<file path="src/scs_consts.svh">
`ifndef SCS_CONSTS_SVH
`define SCS_CONSTS_SVH

// Timing
`define SCS_CLK_PERIOD_NS     8
`define SCS_STEP_TIME_NS      25000
`define SCS_HALF_STEP_CYCLES  ((`SCS_STEP_TIME_NS / 2) / `SCS_CLK_PERIOD_NS)
`define SCS_CARD_CLK_HALF     2

// Sequencer phases, in half step periods after t1 or t10
`define SCS_PH_SUPPLY_ON      5'd1
`define SCS_PH_IO_ENABLE      5'd8
`define SCS_PH_RST_ENABLE     5'd14
`define SCS_PH_CLK_STOP       5'd1
`define SCS_PH_IO_OFF         5'd2
`define SCS_PH_SUPPLY_OFF     5'd3
`define SCS_PH_GROUND         5'd10

// Card clock pulse counts
`define SCS_MASK_PULSES       8'd200
`define SCS_SAMPLE_PULSES     8'd31

// Output modes of the data contact
`define SCS_OUT_PULLUP        2'h0
`define SCS_OUT_PULL_LOW      2'h1
`define SCS_OUT_STRONG        2'h2

`endif

</file>
<file path="src/scs_pkg.sv">
package scs_pkg;
  typedef enum logic [1:0] {
    SCS_IDLE       = 2'b00,
    SCS_ACTIVATE   = 2'b01,
    SCS_ACTIVE     = 2'b10,
    SCS_DEACTIVATE = 2'b11
  } scs_state_t;
endpackage

</file>
<file path="src/scs_sequencer.sv">
`timescale 1ns/1ps
`include "scs_consts.svh"
`default_nettype none

module scs_sequencer
  import scs_pkg::*;
#(
  parameter int HALF_STEP_CYCLES = `SCS_HALF_STEP_CYCLES,
  parameter int CARD_CLK_HALF    = `SCS_CARD_CLK_HALF,
  parameter int AUX_PORTS        = 6
) (
  input  wire logic                 clk_in,
  input  wire logic                 rst_n_in,
  input  wire logic                 session_start_n_in,
  input  wire logic                 host_reset_input_in,
  input  wire logic                 card_present_in,
  input  wire logic                 overcurrent_in,
  input  wire logic                 supply_short_in,
  input  wire logic                 io_in,
  input  wire logic                 io_tx_in,
  input  wire logic [1:0]           io_out_mode_in,
  input  wire logic                 io_data_in,
  input  wire logic [AUX_PORTS-1:0] aux_port_in,
  output logic                      converter_en_out,
  output logic                      low_imp_supply_disable_out,
  output logic                      card_supply_en_out,
  output logic                      card_clk_out,
  output logic                      card_rst_out,
  output logic                      rst_buffer_enable_out,
  output logic                      data_buffer_enable_out,
  output logic                      io_out,
  output logic                      io_oe_out,
  output logic                      io_pullup_out,
  output logic                      io_sample_out,
  output logic                      io_sample_strobe_out,
  output logic                      start_bit_out,
  output logic                      fault_irq_n_out,
  output logic                      session_active_out,
  output logic [AUX_PORTS-1:0]      aux_port_out
);

  // Two-flop synchronisers for pins
  logic [5:0] sync1_reg;
  logic [5:0] sync2_reg;
  logic       start_n_s;
  logic       host_rst_s;
  logic       present_s;
  logic       ovc_s;
  logic       short_s;
  logic       io_s;

  always_ff @(posedge clk_in) begin
    if (!rst_n_in) begin
      sync1_reg <= 6'h3f;
      sync2_reg <= 6'h3f;
    end else begin
      sync1_reg <= {session_start_n_in, host_reset_input_in, card_present_in,
                    ~overcurrent_in, ~supply_short_in, io_in};
      sync2_reg <= sync1_reg;
    end
  end

  assign start_n_s  = sync2_reg[5];
  assign host_rst_s = sync2_reg[4];
  assign present_s  = sync2_reg[3];
  assign ovc_s      = ~sync2_reg[2];
  assign short_s    = ~sync2_reg[1];
  assign io_s       = sync2_reg[0];

  scs_state_t                 state_reg, state_next;
  logic [15:0]                pre_reg, pre_next;
  logic [4:0]                 phase_reg, phase_next;
  logic [7:0]                 cdiv_reg, cdiv_next;
  logic                       cref_reg, cref_next;
  logic [7:0]                 pulse_reg, pulse_next;
  logic                       masked_reg, masked_next;
  logic                       last_io_reg, last_io_next;
  logic                       armed_reg, armed_next;
  logic                       removal_reg, removal_next;
  logic                       conv_reg, conv_next;
  logic                       lisd_reg, lisd_next;
  logic                       vcc_reg, vcc_next;
  logic                       cclk_reg, cclk_next;
  logic                       crst_reg, crst_next;
  logic                       rstbuf_reg, rstbuf_next;
  logic                       iobuf_reg, iobuf_next;
  logic                       ioo_reg, ioo_next;
  logic                       iooe_reg, iooe_next;
  logic                       pu_reg, pu_next;
  logic                       smp_reg, smp_next;
  logic                       stb_reg, stb_next;
  logic                       sbit_reg, sbit_next;
  logic                       irq_n_reg, irq_n_next;
  logic [AUX_PORTS-1:0]       aux_reg, aux_next;

  logic half_tick;
  logic cref_rise;
  logic clk_allow;
  logic fault_now;

  always_comb begin
    // Step tick: the clock divided by HALF_STEP_CYCLES becomes one half step here
    half_tick = (pre_reg == 16'(HALF_STEP_CYCLES - 1));
    pre_next  = half_tick ? 16'h0000 : pre_reg + 16'h0001;

    cdiv_next = (cdiv_reg == 8'(CARD_CLK_HALF - 1)) ? 8'h00 : cdiv_reg + 8'h01;
    cref_next = (cdiv_reg == 8'(CARD_CLK_HALF - 1)) ? ~cref_reg : cref_reg;
    cref_rise = (cdiv_reg == 8'(CARD_CLK_HALF - 1)) && !cref_reg;

    state_next   = state_reg;
    phase_next   = (half_tick && phase_reg != 5'h1f) ? phase_reg + 5'h01 : phase_reg;
    armed_next   = armed_reg | start_n_s;
    removal_next = removal_reg;
    irq_n_next   = irq_n_reg;

    fault_now = ovc_s || short_s ||
                (state_reg != SCS_IDLE && !present_s);

    unique case (state_reg)
      SCS_IDLE: begin
        phase_next = 5'h00;
        if (irq_n_reg == 1'b0 && (!removal_reg || present_s)) begin
          irq_n_next   = 1'b1;
          removal_next = 1'b0;
        end
        // Armed only after start seen high, so a held start cannot restart a faulted card
        if (!start_n_s && armed_reg && present_s && !ovc_s && !short_s && irq_n_reg) begin
          state_next = SCS_ACTIVATE;
          pre_next   = 16'h0000;
        end
      end
      SCS_ACTIVATE, SCS_ACTIVE: begin
        if (fault_now) begin
          irq_n_next   = 1'b0;
          removal_next = !present_s;
          armed_next   = 1'b0;
          state_next   = SCS_DEACTIVATE;
          phase_next   = 5'h00;
          pre_next     = 16'h0000;
        end else if (start_n_s) begin
          state_next = SCS_DEACTIVATE;
          phase_next = 5'h00;
          pre_next   = 16'h0000;
        end else if (state_reg == SCS_ACTIVATE && phase_next >= `SCS_PH_RST_ENABLE) begin
          // Move on the half step itself, so reset buffer lands exactly at 7T
          state_next = SCS_ACTIVE;
        end
      end
      SCS_DEACTIVATE: begin
        if (fault_now) begin
          irq_n_next = 1'b0;
          removal_next = removal_reg | !present_s;
        end
        if (phase_next >= `SCS_PH_GROUND) begin
          state_next = SCS_IDLE;
        end
      end
    endcase

    // Contact drive by state and phase
    conv_next   = (state_next != SCS_IDLE);
    lisd_next   = 1'b0;
    vcc_next    = 1'b0;
    iobuf_next  = 1'b0;
    rstbuf_next = 1'b0;
    clk_allow   = 1'b0;
    if (state_next == SCS_ACTIVATE || state_next == SCS_ACTIVE) begin
      lisd_next   = (phase_next >= `SCS_PH_SUPPLY_ON) || state_next == SCS_ACTIVE;
      vcc_next    = lisd_next;
      iobuf_next  = (phase_next >= `SCS_PH_IO_ENABLE) || state_next == SCS_ACTIVE;
      rstbuf_next = (state_next == SCS_ACTIVE);
      // Window t3..t5: host reset line meters the clock
      clk_allow   = (state_next == SCS_ACTIVE) || (iobuf_next && host_rst_s);
    end else if (state_next == SCS_DEACTIVATE) begin
      lisd_next  = 1'b1;
      vcc_next   = (phase_next < `SCS_PH_SUPPLY_OFF);
      iobuf_next = (phase_next < `SCS_PH_IO_OFF);
      clk_allow  = (phase_next < `SCS_PH_CLK_STOP);
    end
    cclk_next = cref_next && clk_allow;
    crst_next = rstbuf_next && !host_rst_s;

    // Data contact
    pulse_next   = pulse_reg;
    masked_next  = masked_reg;
    last_io_next = last_io_reg;
    smp_next     = smp_reg;
    stb_next     = 1'b0;
    sbit_next    = 1'b0;
    ioo_next     = 1'b0;
    iooe_next    = 1'b0;
    pu_next      = 1'b0;
    if (!iobuf_next) begin
      pulse_next   = 8'h00;
      masked_next  = 1'b1;
      last_io_next = 1'b1;
      smp_next     = 1'b1;
    end else if (io_tx_in) begin
      pulse_next = 8'h00;
      unique case (io_out_mode_in)
        `SCS_OUT_PULL_LOW: begin
          iooe_next = 1'b1;
          pu_next   = 1'b1;
        end
        `SCS_OUT_STRONG: begin
          iooe_next = 1'b1;
          ioo_next  = io_data_in;
        end
        default: begin
          pu_next = 1'b1;
        end
      endcase
    end else begin
      pu_next = 1'b1;
      if (cref_rise && cclk_next) begin
        if (masked_reg) begin
          pulse_next = pulse_reg + 8'h01;
          if (pulse_reg == `SCS_MASK_PULSES - 8'h01) begin
            masked_next = 1'b0;
            pulse_next  = 8'h00;
          end
        end else if (pulse_reg == `SCS_SAMPLE_PULSES - 8'h01) begin
          pulse_next   = 8'h00;
          stb_next     = 1'b1;
          smp_next     = io_s;
          last_io_next = io_s;
          sbit_next    = last_io_reg && !io_s;
        end else begin
          pulse_next = pulse_reg + 8'h01;
        end
      end
    end

    aux_next = aux_port_in;
  end

  always_ff @(posedge clk_in) begin
    if (!rst_n_in) begin
      state_reg   <= SCS_IDLE;
      pre_reg     <= 16'h0000;
      phase_reg   <= 5'h00;
      cdiv_reg    <= 8'h00;
      cref_reg    <= 1'b0;
      pulse_reg   <= 8'h00;
      masked_reg  <= 1'b1;
      last_io_reg <= 1'b1;
      armed_reg   <= 1'b0;
      removal_reg <= 1'b0;
      conv_reg    <= 1'b0;
      lisd_reg    <= 1'b0;
      vcc_reg     <= 1'b0;
      cclk_reg    <= 1'b0;
      crst_reg    <= 1'b0;
      rstbuf_reg  <= 1'b0;
      iobuf_reg   <= 1'b0;
      ioo_reg     <= 1'b0;
      iooe_reg    <= 1'b0;
      pu_reg      <= 1'b0;
      smp_reg     <= 1'b1;
      stb_reg     <= 1'b0;
      sbit_reg    <= 1'b0;
      irq_n_reg   <= 1'b1;
      aux_reg     <= '0;
    end else begin
      state_reg   <= state_next;
      pre_reg     <= pre_next;
      phase_reg   <= phase_next;
      cdiv_reg    <= cdiv_next;
      cref_reg    <= cref_next;
      pulse_reg   <= pulse_next;
      masked_reg  <= masked_next;
      last_io_reg <= last_io_next;
      armed_reg   <= armed_next;
      removal_reg <= removal_next;
      conv_reg    <= conv_next;
      lisd_reg    <= lisd_next;
      vcc_reg     <= vcc_next;
      cclk_reg    <= cclk_next;
      crst_reg    <= crst_next;
      rstbuf_reg  <= rstbuf_next;
      iobuf_reg   <= iobuf_next;
      ioo_reg     <= ioo_next;
      iooe_reg    <= iooe_next;
      pu_reg      <= pu_next;
      smp_reg     <= smp_next;
      stb_reg     <= stb_next;
      sbit_reg    <= sbit_next;
      irq_n_reg   <= irq_n_next;
      aux_reg     <= aux_next;
    end
  end

  assign converter_en_out           = conv_reg;
  assign low_imp_supply_disable_out = lisd_reg;
  assign card_supply_en_out         = vcc_reg;
  assign card_clk_out               = cclk_reg;
  assign card_rst_out               = crst_reg;
  assign rst_buffer_enable_out      = rstbuf_reg;
  assign data_buffer_enable_out     = iobuf_reg;
  assign io_out                     = ioo_reg;
  assign io_oe_out                  = iooe_reg;
  assign io_pullup_out              = pu_reg;
  assign io_sample_out              = smp_reg;
  assign io_sample_strobe_out       = stb_reg;
  assign start_bit_out              = sbit_reg;
  assign fault_irq_n_out            = irq_n_reg;
  // Converter runs exactly while not idle, so its flop doubles as the flag
  assign session_active_out         = conv_reg;
  assign aux_port_out               = aux_reg;

endmodule

`default_nettype wire

</file>
<file path="config.mk">
export PLATFORM = sky130hd
export DESIGN_NAME = scs_sequencer
export DESIGN_NICKNAME = d
export VERILOG_FILES = /design/src/scs_pkg.sv /design/src/scs_sequencer.sv
export VERILOG_INCLUDE_DIRS = /design/src
export SDC_FILE = /design/constraint.sdc
export NUM_CORES = 1
export LEC_CHECK = 0
export ABC_CLOCK_PERIOD_IN_PS = 4600
export BUFFER_PORTS_ARGS = -buffer_cell sky130_fd_sc_hd__buf_2
export CORE_MARGIN = 1
export CORE_UTILIZATION = 30
export CTS_CLUSTER_SIZE = 8
export DETAILED_ROUTE_END_ITERATION = 8
export PLACE_DENSITY = 0.45
export SETUP_SLACK_MARGIN = 0.15
export SLEW_MARGIN = 20
export SYNTH_ARGS = -nofsm -noshare
export SYNTH_HDL_FRONTEND = slang
export SYNTH_SLANG_ARGS = --single-unit
</file>
<file path="constraint.sdc">
create_clock -name clk_in -period 4.6 [get_ports clk_in]
set_input_delay 1.15 -clock clk_in [delete_from_list [all_inputs] [get_ports clk_in]]
set_output_delay 1.15 -clock clk_in [all_outputs]
set_load 0.01 [all_outputs]
</file>
# Word-level counts from Yosys, hierarchy flattened
# Cells that the tools add are included.
word_totals:
  out_inout_bits: 21
  in_bits: 18
  regBits: 75
  word_cells: 156
classes:
  n_reduce_logical: 45
  n_bitwise: 14
  n_eq_ne: 17
  n_lt_le_gt_ge: 7
  n_mux: 43
  n_addsub: 4
ops:
  columns: ["cell", "n"]
  rows:
  - ["two-way mux 16 bit", 4]
  - ["one-hot mux 16 bit (2 select lines)", 1]
  - ["two-way mux 8 bit", 3]
  - ["two-way mux 1 bit", 23]
  - ["adder 16 x 1 -> 16 bit (second input constant)", 1]
  - ["adder 8 x 1 -> 8 bit (second input constant)", 2]
  - ["equality test 16 x 11 -> 1 bit (second input constant)", 1]
  - ["greater-or-equal comparator 5 x 4 -> 1 bit (second input constant)", 3]
  - ["logical AND 1 bit", 15]
  - ["two-way mux 5 bit", 3]
  - ["NOT 1 bit", 12]
  - ["equality test 2 bit (second input constant)", 5]
  - ["less-than comparator 5 x 2 -> 1 bit (second input constant)", 2]
  - ["two-way mux 2 bit", 5]
  - ["one-hot mux 5 bit (2 select lines)", 1]
  - ["equality test 8 x 1 -> 1 bit (second input constant)", 1]
  - ["equality test 8 x 5 -> 1 bit (second input constant)", 1]
  - ["equality test 8 bit (second input constant)", 1]
  - ["AND reduction 4 bit", 2]
  - ["logical OR 1 bit", 7]
  - ["equality test 2 x 1 -> 1 bit (second input constant)", 3]
  - ["logical NOT 1 bit", 6]
  - ["!= test 2 bit (second input constant)", 3]
  - ["one-hot mux 2 bit (3 select lines)", 1]
  - ["16 further kinds", 24]

# Depth between registers and ports, before layout
logic_depth:
  depth_word: 18
  ltp_mapped: 20
  ltp_nobuf: 17

# Least setup slack after synthesis
# OpenSTA, ideal clock, no wires.
synth_timing:
  kind: "register to register"
  from: "register phase_reg[0]"
  to: "register pulse_reg[5]"
  required_time_ns: 4.526
  setup_time_ns: 0.074
  synth_period_minus_slack_ns: 4.730
  stages_incl_launch_ff: 19
  path_slack_ns: -0.130
  arrival_ns: 4.656
  path_buffers: 1
  path_cell_list: "dfxtp_1 ha_1 clkbuf_1 and3_1 ha_1 nor4b_1 nand4_1 mux2_2 a211oi_1 nand4b_1 a22oi_1 inv_1 ha_1 nor2b_1 a21oi_1 or3b_2 o32a_1 or4_1 a21oi_1"
synth_via:
  elab_chain_cells: 16
  word_cells_on_any_way: 33
  classes_between: "add/sub: 1; order compare: 5; eq/ne: 4; mux: 13; bitwise: 1; reduce/logical: 9"
synth_lines:
  columns: ["element", "line_no", "text"]
  rows:
  - ["from (decl)", "scs_sequencer.sv:72", "logic [4:0] phase_reg, phase_next;"]
  - ["from (signal assigned)", "scs_sequencer.sv:267", "phase_reg <= phase_next;"]
  - ["parallel branches: the longest is 2 deep, another holds adder 5 x 1 -> 5 bit", null, null]
  - ["two-way mux 5 bit (*)", "scs_sequencer.sv:111", "phase_next = (half_tick && phase_reg != 5'h1f) ? phase_reg + 5'h01 : phase_reg;"]
  - ["greater-or-equal comparator 5 x 4 -> 1 bit (no line)", null, null]
  - ["logical AND 1 bit (no line)", null, null]
  - ["two-way mux 2 bit", "scs_sequencer.sv:144", "end else if (state_reg == SCS_ACTIVATE && phase_next >= `SCS_PH_RST_ENABLE) begin"]
  - ["two-way mux 2 bit", "scs_sequencer.sv:140", "end else if (start_n_s) begin"]
  - ["two-way mux 2 bit", "scs_sequencer.sv:133", "if (fault_now) begin"]
  - ["one-hot mux 2 bit (3 select lines) (*)", "scs_sequencer.sv:119", "unique case (state_reg)"]
  - ["net state_next[1]", "scs_sequencer.sv:70", "scs_state_t state_reg, state_next;"]
  - ["equality test 2 bit", "scs_sequencer.sv:167, scs_sequencer.sv:170, scs_sequencer.sv:173", null]
  - ["logical OR 1 bit", "scs_sequencer.sv:170", "iobuf_next = (phase_next >= `SCS_PH_IO_ENABLE) || state_next == SCS_ACTIVE;"]
  - ["logical AND 1 bit", "scs_sequencer.sv:173", "clk_allow = (state_next == SCS_ACTIVE) || (iobuf_next && host_rst_s);"]
  - ["logical OR 1 bit", "scs_sequencer.sv:173", null]
  - ["two-way mux 1 bit", "scs_sequencer.sv:167", "if (state_next == SCS_ACTIVATE || state_next == SCS_ACTIVE) begin"]
  - ["logical AND 1 bit", "scs_sequencer.sv:180", "cclk_next = cref_next && clk_allow;"]
  - ["logical AND 1 bit", "scs_sequencer.sv:215", "if (cref_rise && cclk_next) begin"]
  - ["to (signal assigned)", "scs_sequencer.sv:270", "pulse_reg <= pulse_next;"]
  - ["to (decl)", "scs_sequencer.sv:75", "logic [7:0] pulse_reg, pulse_next;"]
# Mark *: on every way through the listed nets, which the timed path passes.
# A chain may end at the register's enable or synchronous reset.

# Worst setup path after layout
layout_timing:
  from: "register phase_reg[1]"
  to: "register pulse_reg[5]"
layout_via:
  elab_chain_cells: 16
  word_cells_on_any_way: 33
  classes_between: "add/sub: 1; order compare: 5; eq/ne: 4; mux: 13; bitwise: 1; reduce/logical: 9"
layout_lines:
  columns: ["element", "line_no"]
  rows:
  - ["parallel branches: the longest is 2 deep, another holds adder 5 x 1 -> 5 bit", null]
  - ["two-way mux 5 bit (*)", "scs_sequencer.sv:111"]
  - ["greater-or-equal comparator 5 x 4 -> 1 bit (no line)", null]
  - ["logical AND 1 bit (no line)", null]
  - ["two-way mux 2 bit", "scs_sequencer.sv:144"]
  - ["two-way mux 2 bit", "scs_sequencer.sv:140"]
  - ["two-way mux 2 bit", "scs_sequencer.sv:133"]
  - ["one-hot mux 2 bit (3 select lines)", "scs_sequencer.sv:119"]
  - ["equality test 2 bit", "scs_sequencer.sv:167, scs_sequencer.sv:170, scs_sequencer.sv:173"]
  - ["logical OR 1 bit", "scs_sequencer.sv:170"]
  - ["logical AND 1 bit", "scs_sequencer.sv:173"]
  - ["logical OR 1 bit", "scs_sequencer.sv:173"]
  - ["two-way mux 1 bit", "scs_sequencer.sv:167"]
  - ["logical AND 1 bit", "scs_sequencer.sv:180"]
  - ["logical AND 1 bit", "scs_sequencer.sv:215"]
# Mark *: on every way between the ends.

==> flow_metrics.py <==
metrics = {
    "place": {
        "gp_congestion": 0.8001,
        "dp_hpwl_mm": 5.076,
        "io_buffers": 38,
        "post_dp_cell_area_um2": 3827,
    },
    "cells_and_area": {
        "utilization": 0.3888,
        "largest_register_ffs": 16,
        "syn_to_final_growth_pct": 25.20,
        "finalNetCount": 470,
        "antennaDiodeCount": 0,
        "drive_above_1_share": 0.2597,
        "final_cell_area_um2": 4233,
    },
    "route": {
        "ant_nets": 0,
        "drc_errors": 0,
        "drt_iter0_markers": 116,
        "finalWirelength_mm": 7.351,
        "dr.pass1.iters": 4,
        "wire_per_inst_um": 12.70,
        "viasPerCell": 4.820,
        "vias": 2791,
    },
    "sta": {
        "rsz0062_at_grt": "true",
        "setup_viol": 0,
        "worst_slew_pin_slew_ps": 673.5,
        "timing.fmax_mhz": 234.6,
        "finalHoldViolCount": 0,
        "finalCritPeriodShare": 0.9268,
        "slew_violations": 0,
        "finClkSkew_ps": 13.71,
        "min_period_ps": 4263,
        "tns_ps": 0,
        "slew_headroom": 0.5510,
    },
    "clock_tree": {
        "cts-root-buf": "clkbuf_8",
        "path_clk_slew_ps": 90,
        "cts_buffers": 9,
        "hold_buffers": 0,
        "htree_num_levels": 3,
        "cts-root-to-sink-buffers": 2,
        "cts_tree": "yes",
        "clk_latency_ps": 360,
        "cts_sinks": 75,
    },
    "yosys": {
        "syn_inst": 378,
        "synth_ff_type": "dfxtp_1",
        "synthArstFlopShare": 0,
        "synthesis.area_um2": 3381,
        "syn_area_per_cell_um2": 8.944,
        "ys_types": 55,
        "yosysMostFrequentCell": "dfxtp_1",
        "synth_area_leaders": "dfxtp_1 44%, ha_1 6.7%, nor2_1 5.7%, xor2_1 3.6%, a21oi_1 3.1%",
        "syn_nets": 414,
        "synth.top_cells.by_count": "75 x dfxtp_1, 51 x nor2_1, 21 x a21oi_1, 21 x nand3_1, 19 x nand2_1",
        "synth-edff-count": 0,
        "synth_top_cell_by_area": "dfxtp_1",
        "yosys_warnings": 0,
        "synth_top_area_share": 0.4441,
        "synth_seq_area_share": 0.4441,
        "ys_ff_latch": 75,
    },
    "setup_path": {
        "cp_max_fo": 7,
        "r2r_setup_slack_ps": 340,
        "reg2regPathDepth": 18,
        "cp.required_ps": 4910,
        "cp.arrival_ps": 4570,
        "path_class": "reg2reg",
        "start_kind": "flop",
        "reg2reg_from": "phase_reg[1]",
        "regToRegEndpoint": "pulse_reg[5]",
        "endpoint_kind": "flop",
        "crit_start": "phase_reg[1]",
    },
    "global_route": {
        "grt_pass1_wl_mm": 11.99,
        "grt_usage": 0.1325,
        "grt_max_degree": 30,
        "overflow": 0,
        "grt_pass1_vias": 2656,
        "antenna_found_initial": 0,
    },
    "power_and_ir_drop": {
        "ir_drop_mv": 0.1490,
        "power_frac_seq": 0.501,
        "comb_power_share": 0.127,
        "switching_power_mw": 0.3726,
        "p_leak_nw": 1.621,
        "intPower_mw": 1.007,
        "swShare": 0.2701,
        "clockPowerShare": 0.372,
        "pwr_density_cell_nw_per_um2": 325.9,
    },
    "die": {
        "io_pins": 39,
        "die_x_um": 108.2,
        "fp.coreArea_um2": 10890,
        "die-height_um": 108.2,
        "die-area_um2": 11700,
        "rows": 38,
        "initial_core_util": 0.3105,
    },
    "worst_hold_path": {
        "whs_path_depth": 1,
        "hold_class": "reg2reg",
        "hp-start": "sync1_reg[5]",
        "min_to": "sync2_reg[5]",
    },
    "run_status": {
        "status": "finished clean",
    },
    "flow_run": {
        "timing.max_cap.violations": 0,
    },
}
## power groups by stage
stage	clock network (mW)	registers, mW	logic (mW)
3_5_place_dp	0	0.706	0.156
5_1_grt	0.564	0.695	0.197
6_report	0.514	0.691	0.175
4_1_cts	0.538	0.691	0.165
3_3_place_gp	0	0.706	0.155
2_1_floorplan	0	0.704	0.114
## kinds of logic after synthesis
kind of cell             count (synthesis)  synth area share
multiplexers                             3          0.009252
buffers and inverters                   31           0.03812
AO/OA/AOI/OAI                           63            0.1218
AND/OR/NAND/NOR                        164            0.2580
flip-flops                              75            0.4441
adder cells (fa/ha/maj)                 18           0.06662
XOR/XNOR                                24           0.06218
## per-stage QoR
step	power, mW	cells	hold slack (ps)	worst slack [ps]
final	1.380	579	415.8	336.6
after floorplan	0.8187	378	386.3	175.0
after CTS	1.393	573	418.2	155.6
after global routing	1.456	579	442.2	136.2
after global placement	0.8602	553	391.1	130.0
after detailed placement	0.8622	553	394.8	37.53
## layout by cell type, fill, tap and decap left out, types with 3 or more instances in the layout
cell	instances
and4_1	3
dfxtp_1	73
clkbuf_8	9
buf_4	18
and2_1	11
ha_1	13
nand3_1	21
nor4_1	3
xnor2_1	10
o21ai_0	12
nand2_1	19
ha_4	3
a21o_1	3
nor3_1	5
and3_1	5
xor2_1	14
inv_1	16
buf_2	38
a211oi_1	3
nor2_1	51
a21oi_1	16
a21oi_2	5
nand2b_1	12
nand3b_1	3
o211ai_1	3
nand4_1	6
## worst max-delay path by stage
stage | end | slack [ps] | cells after the start
final | pulse_reg[5] | 340 | 18
after global routing | pulse_reg[3] | 140 | 19
after detailed placement | pulse_reg[5] | 40 | 18
after floorplan | pulse_reg[5] | 180 | 18
after global placement | pulse_reg[5] | 130 | 18
after CTS | pulse_reg[7] | 160 | 18
## what timing repair did
action / in CTS / in global routing
resized for setup: 4 / 24
cloned: 0 / 0
setup buffers: 4 / 6
pin swaps: 4 / 23
endpoints found under the setup margin: 2 / 10
## routing by layer
layer	vias up	routed length (um)	track usage
li1	1419	-	-
met2	34	3618	0.2234
met1	1324	3358	0.1510
met4	0	125	0.05773
met3	14	249	0.04581
met5	-	0	0
## layout make-up
cell class / instances / area, um^2
Multi-Input combinational cell: 272 / 1939
Fill cell: 1131 / 6655
Tap cell: 140 / 175.2
Sequential cell: 75 / 1504
Inverter: 17 / 63.81
Timing Repair Buffer: 59 / 352.8
Clock buffer: 9 / 123.9
Clock inverter: 7 / 73.82
## worst max-delay path, stage by stage (launching register included)
cell	delay, ps
dfxtp_2	340
ha_4	150
and3_4	150
ha_4	160
nor4b_4	260
nand4_1	220
buf_6	210
a21o_1	170
a21oi_2	140
o211ai_1	120
a221oi_2	270
nand2b_4	200
ha_4	230
nor2b_4	130
a21oi_2	40
or3b_4	410
o32a_4	430
or4_4	490
a21oi_2	110
Power figures use the tool's default switching activity.
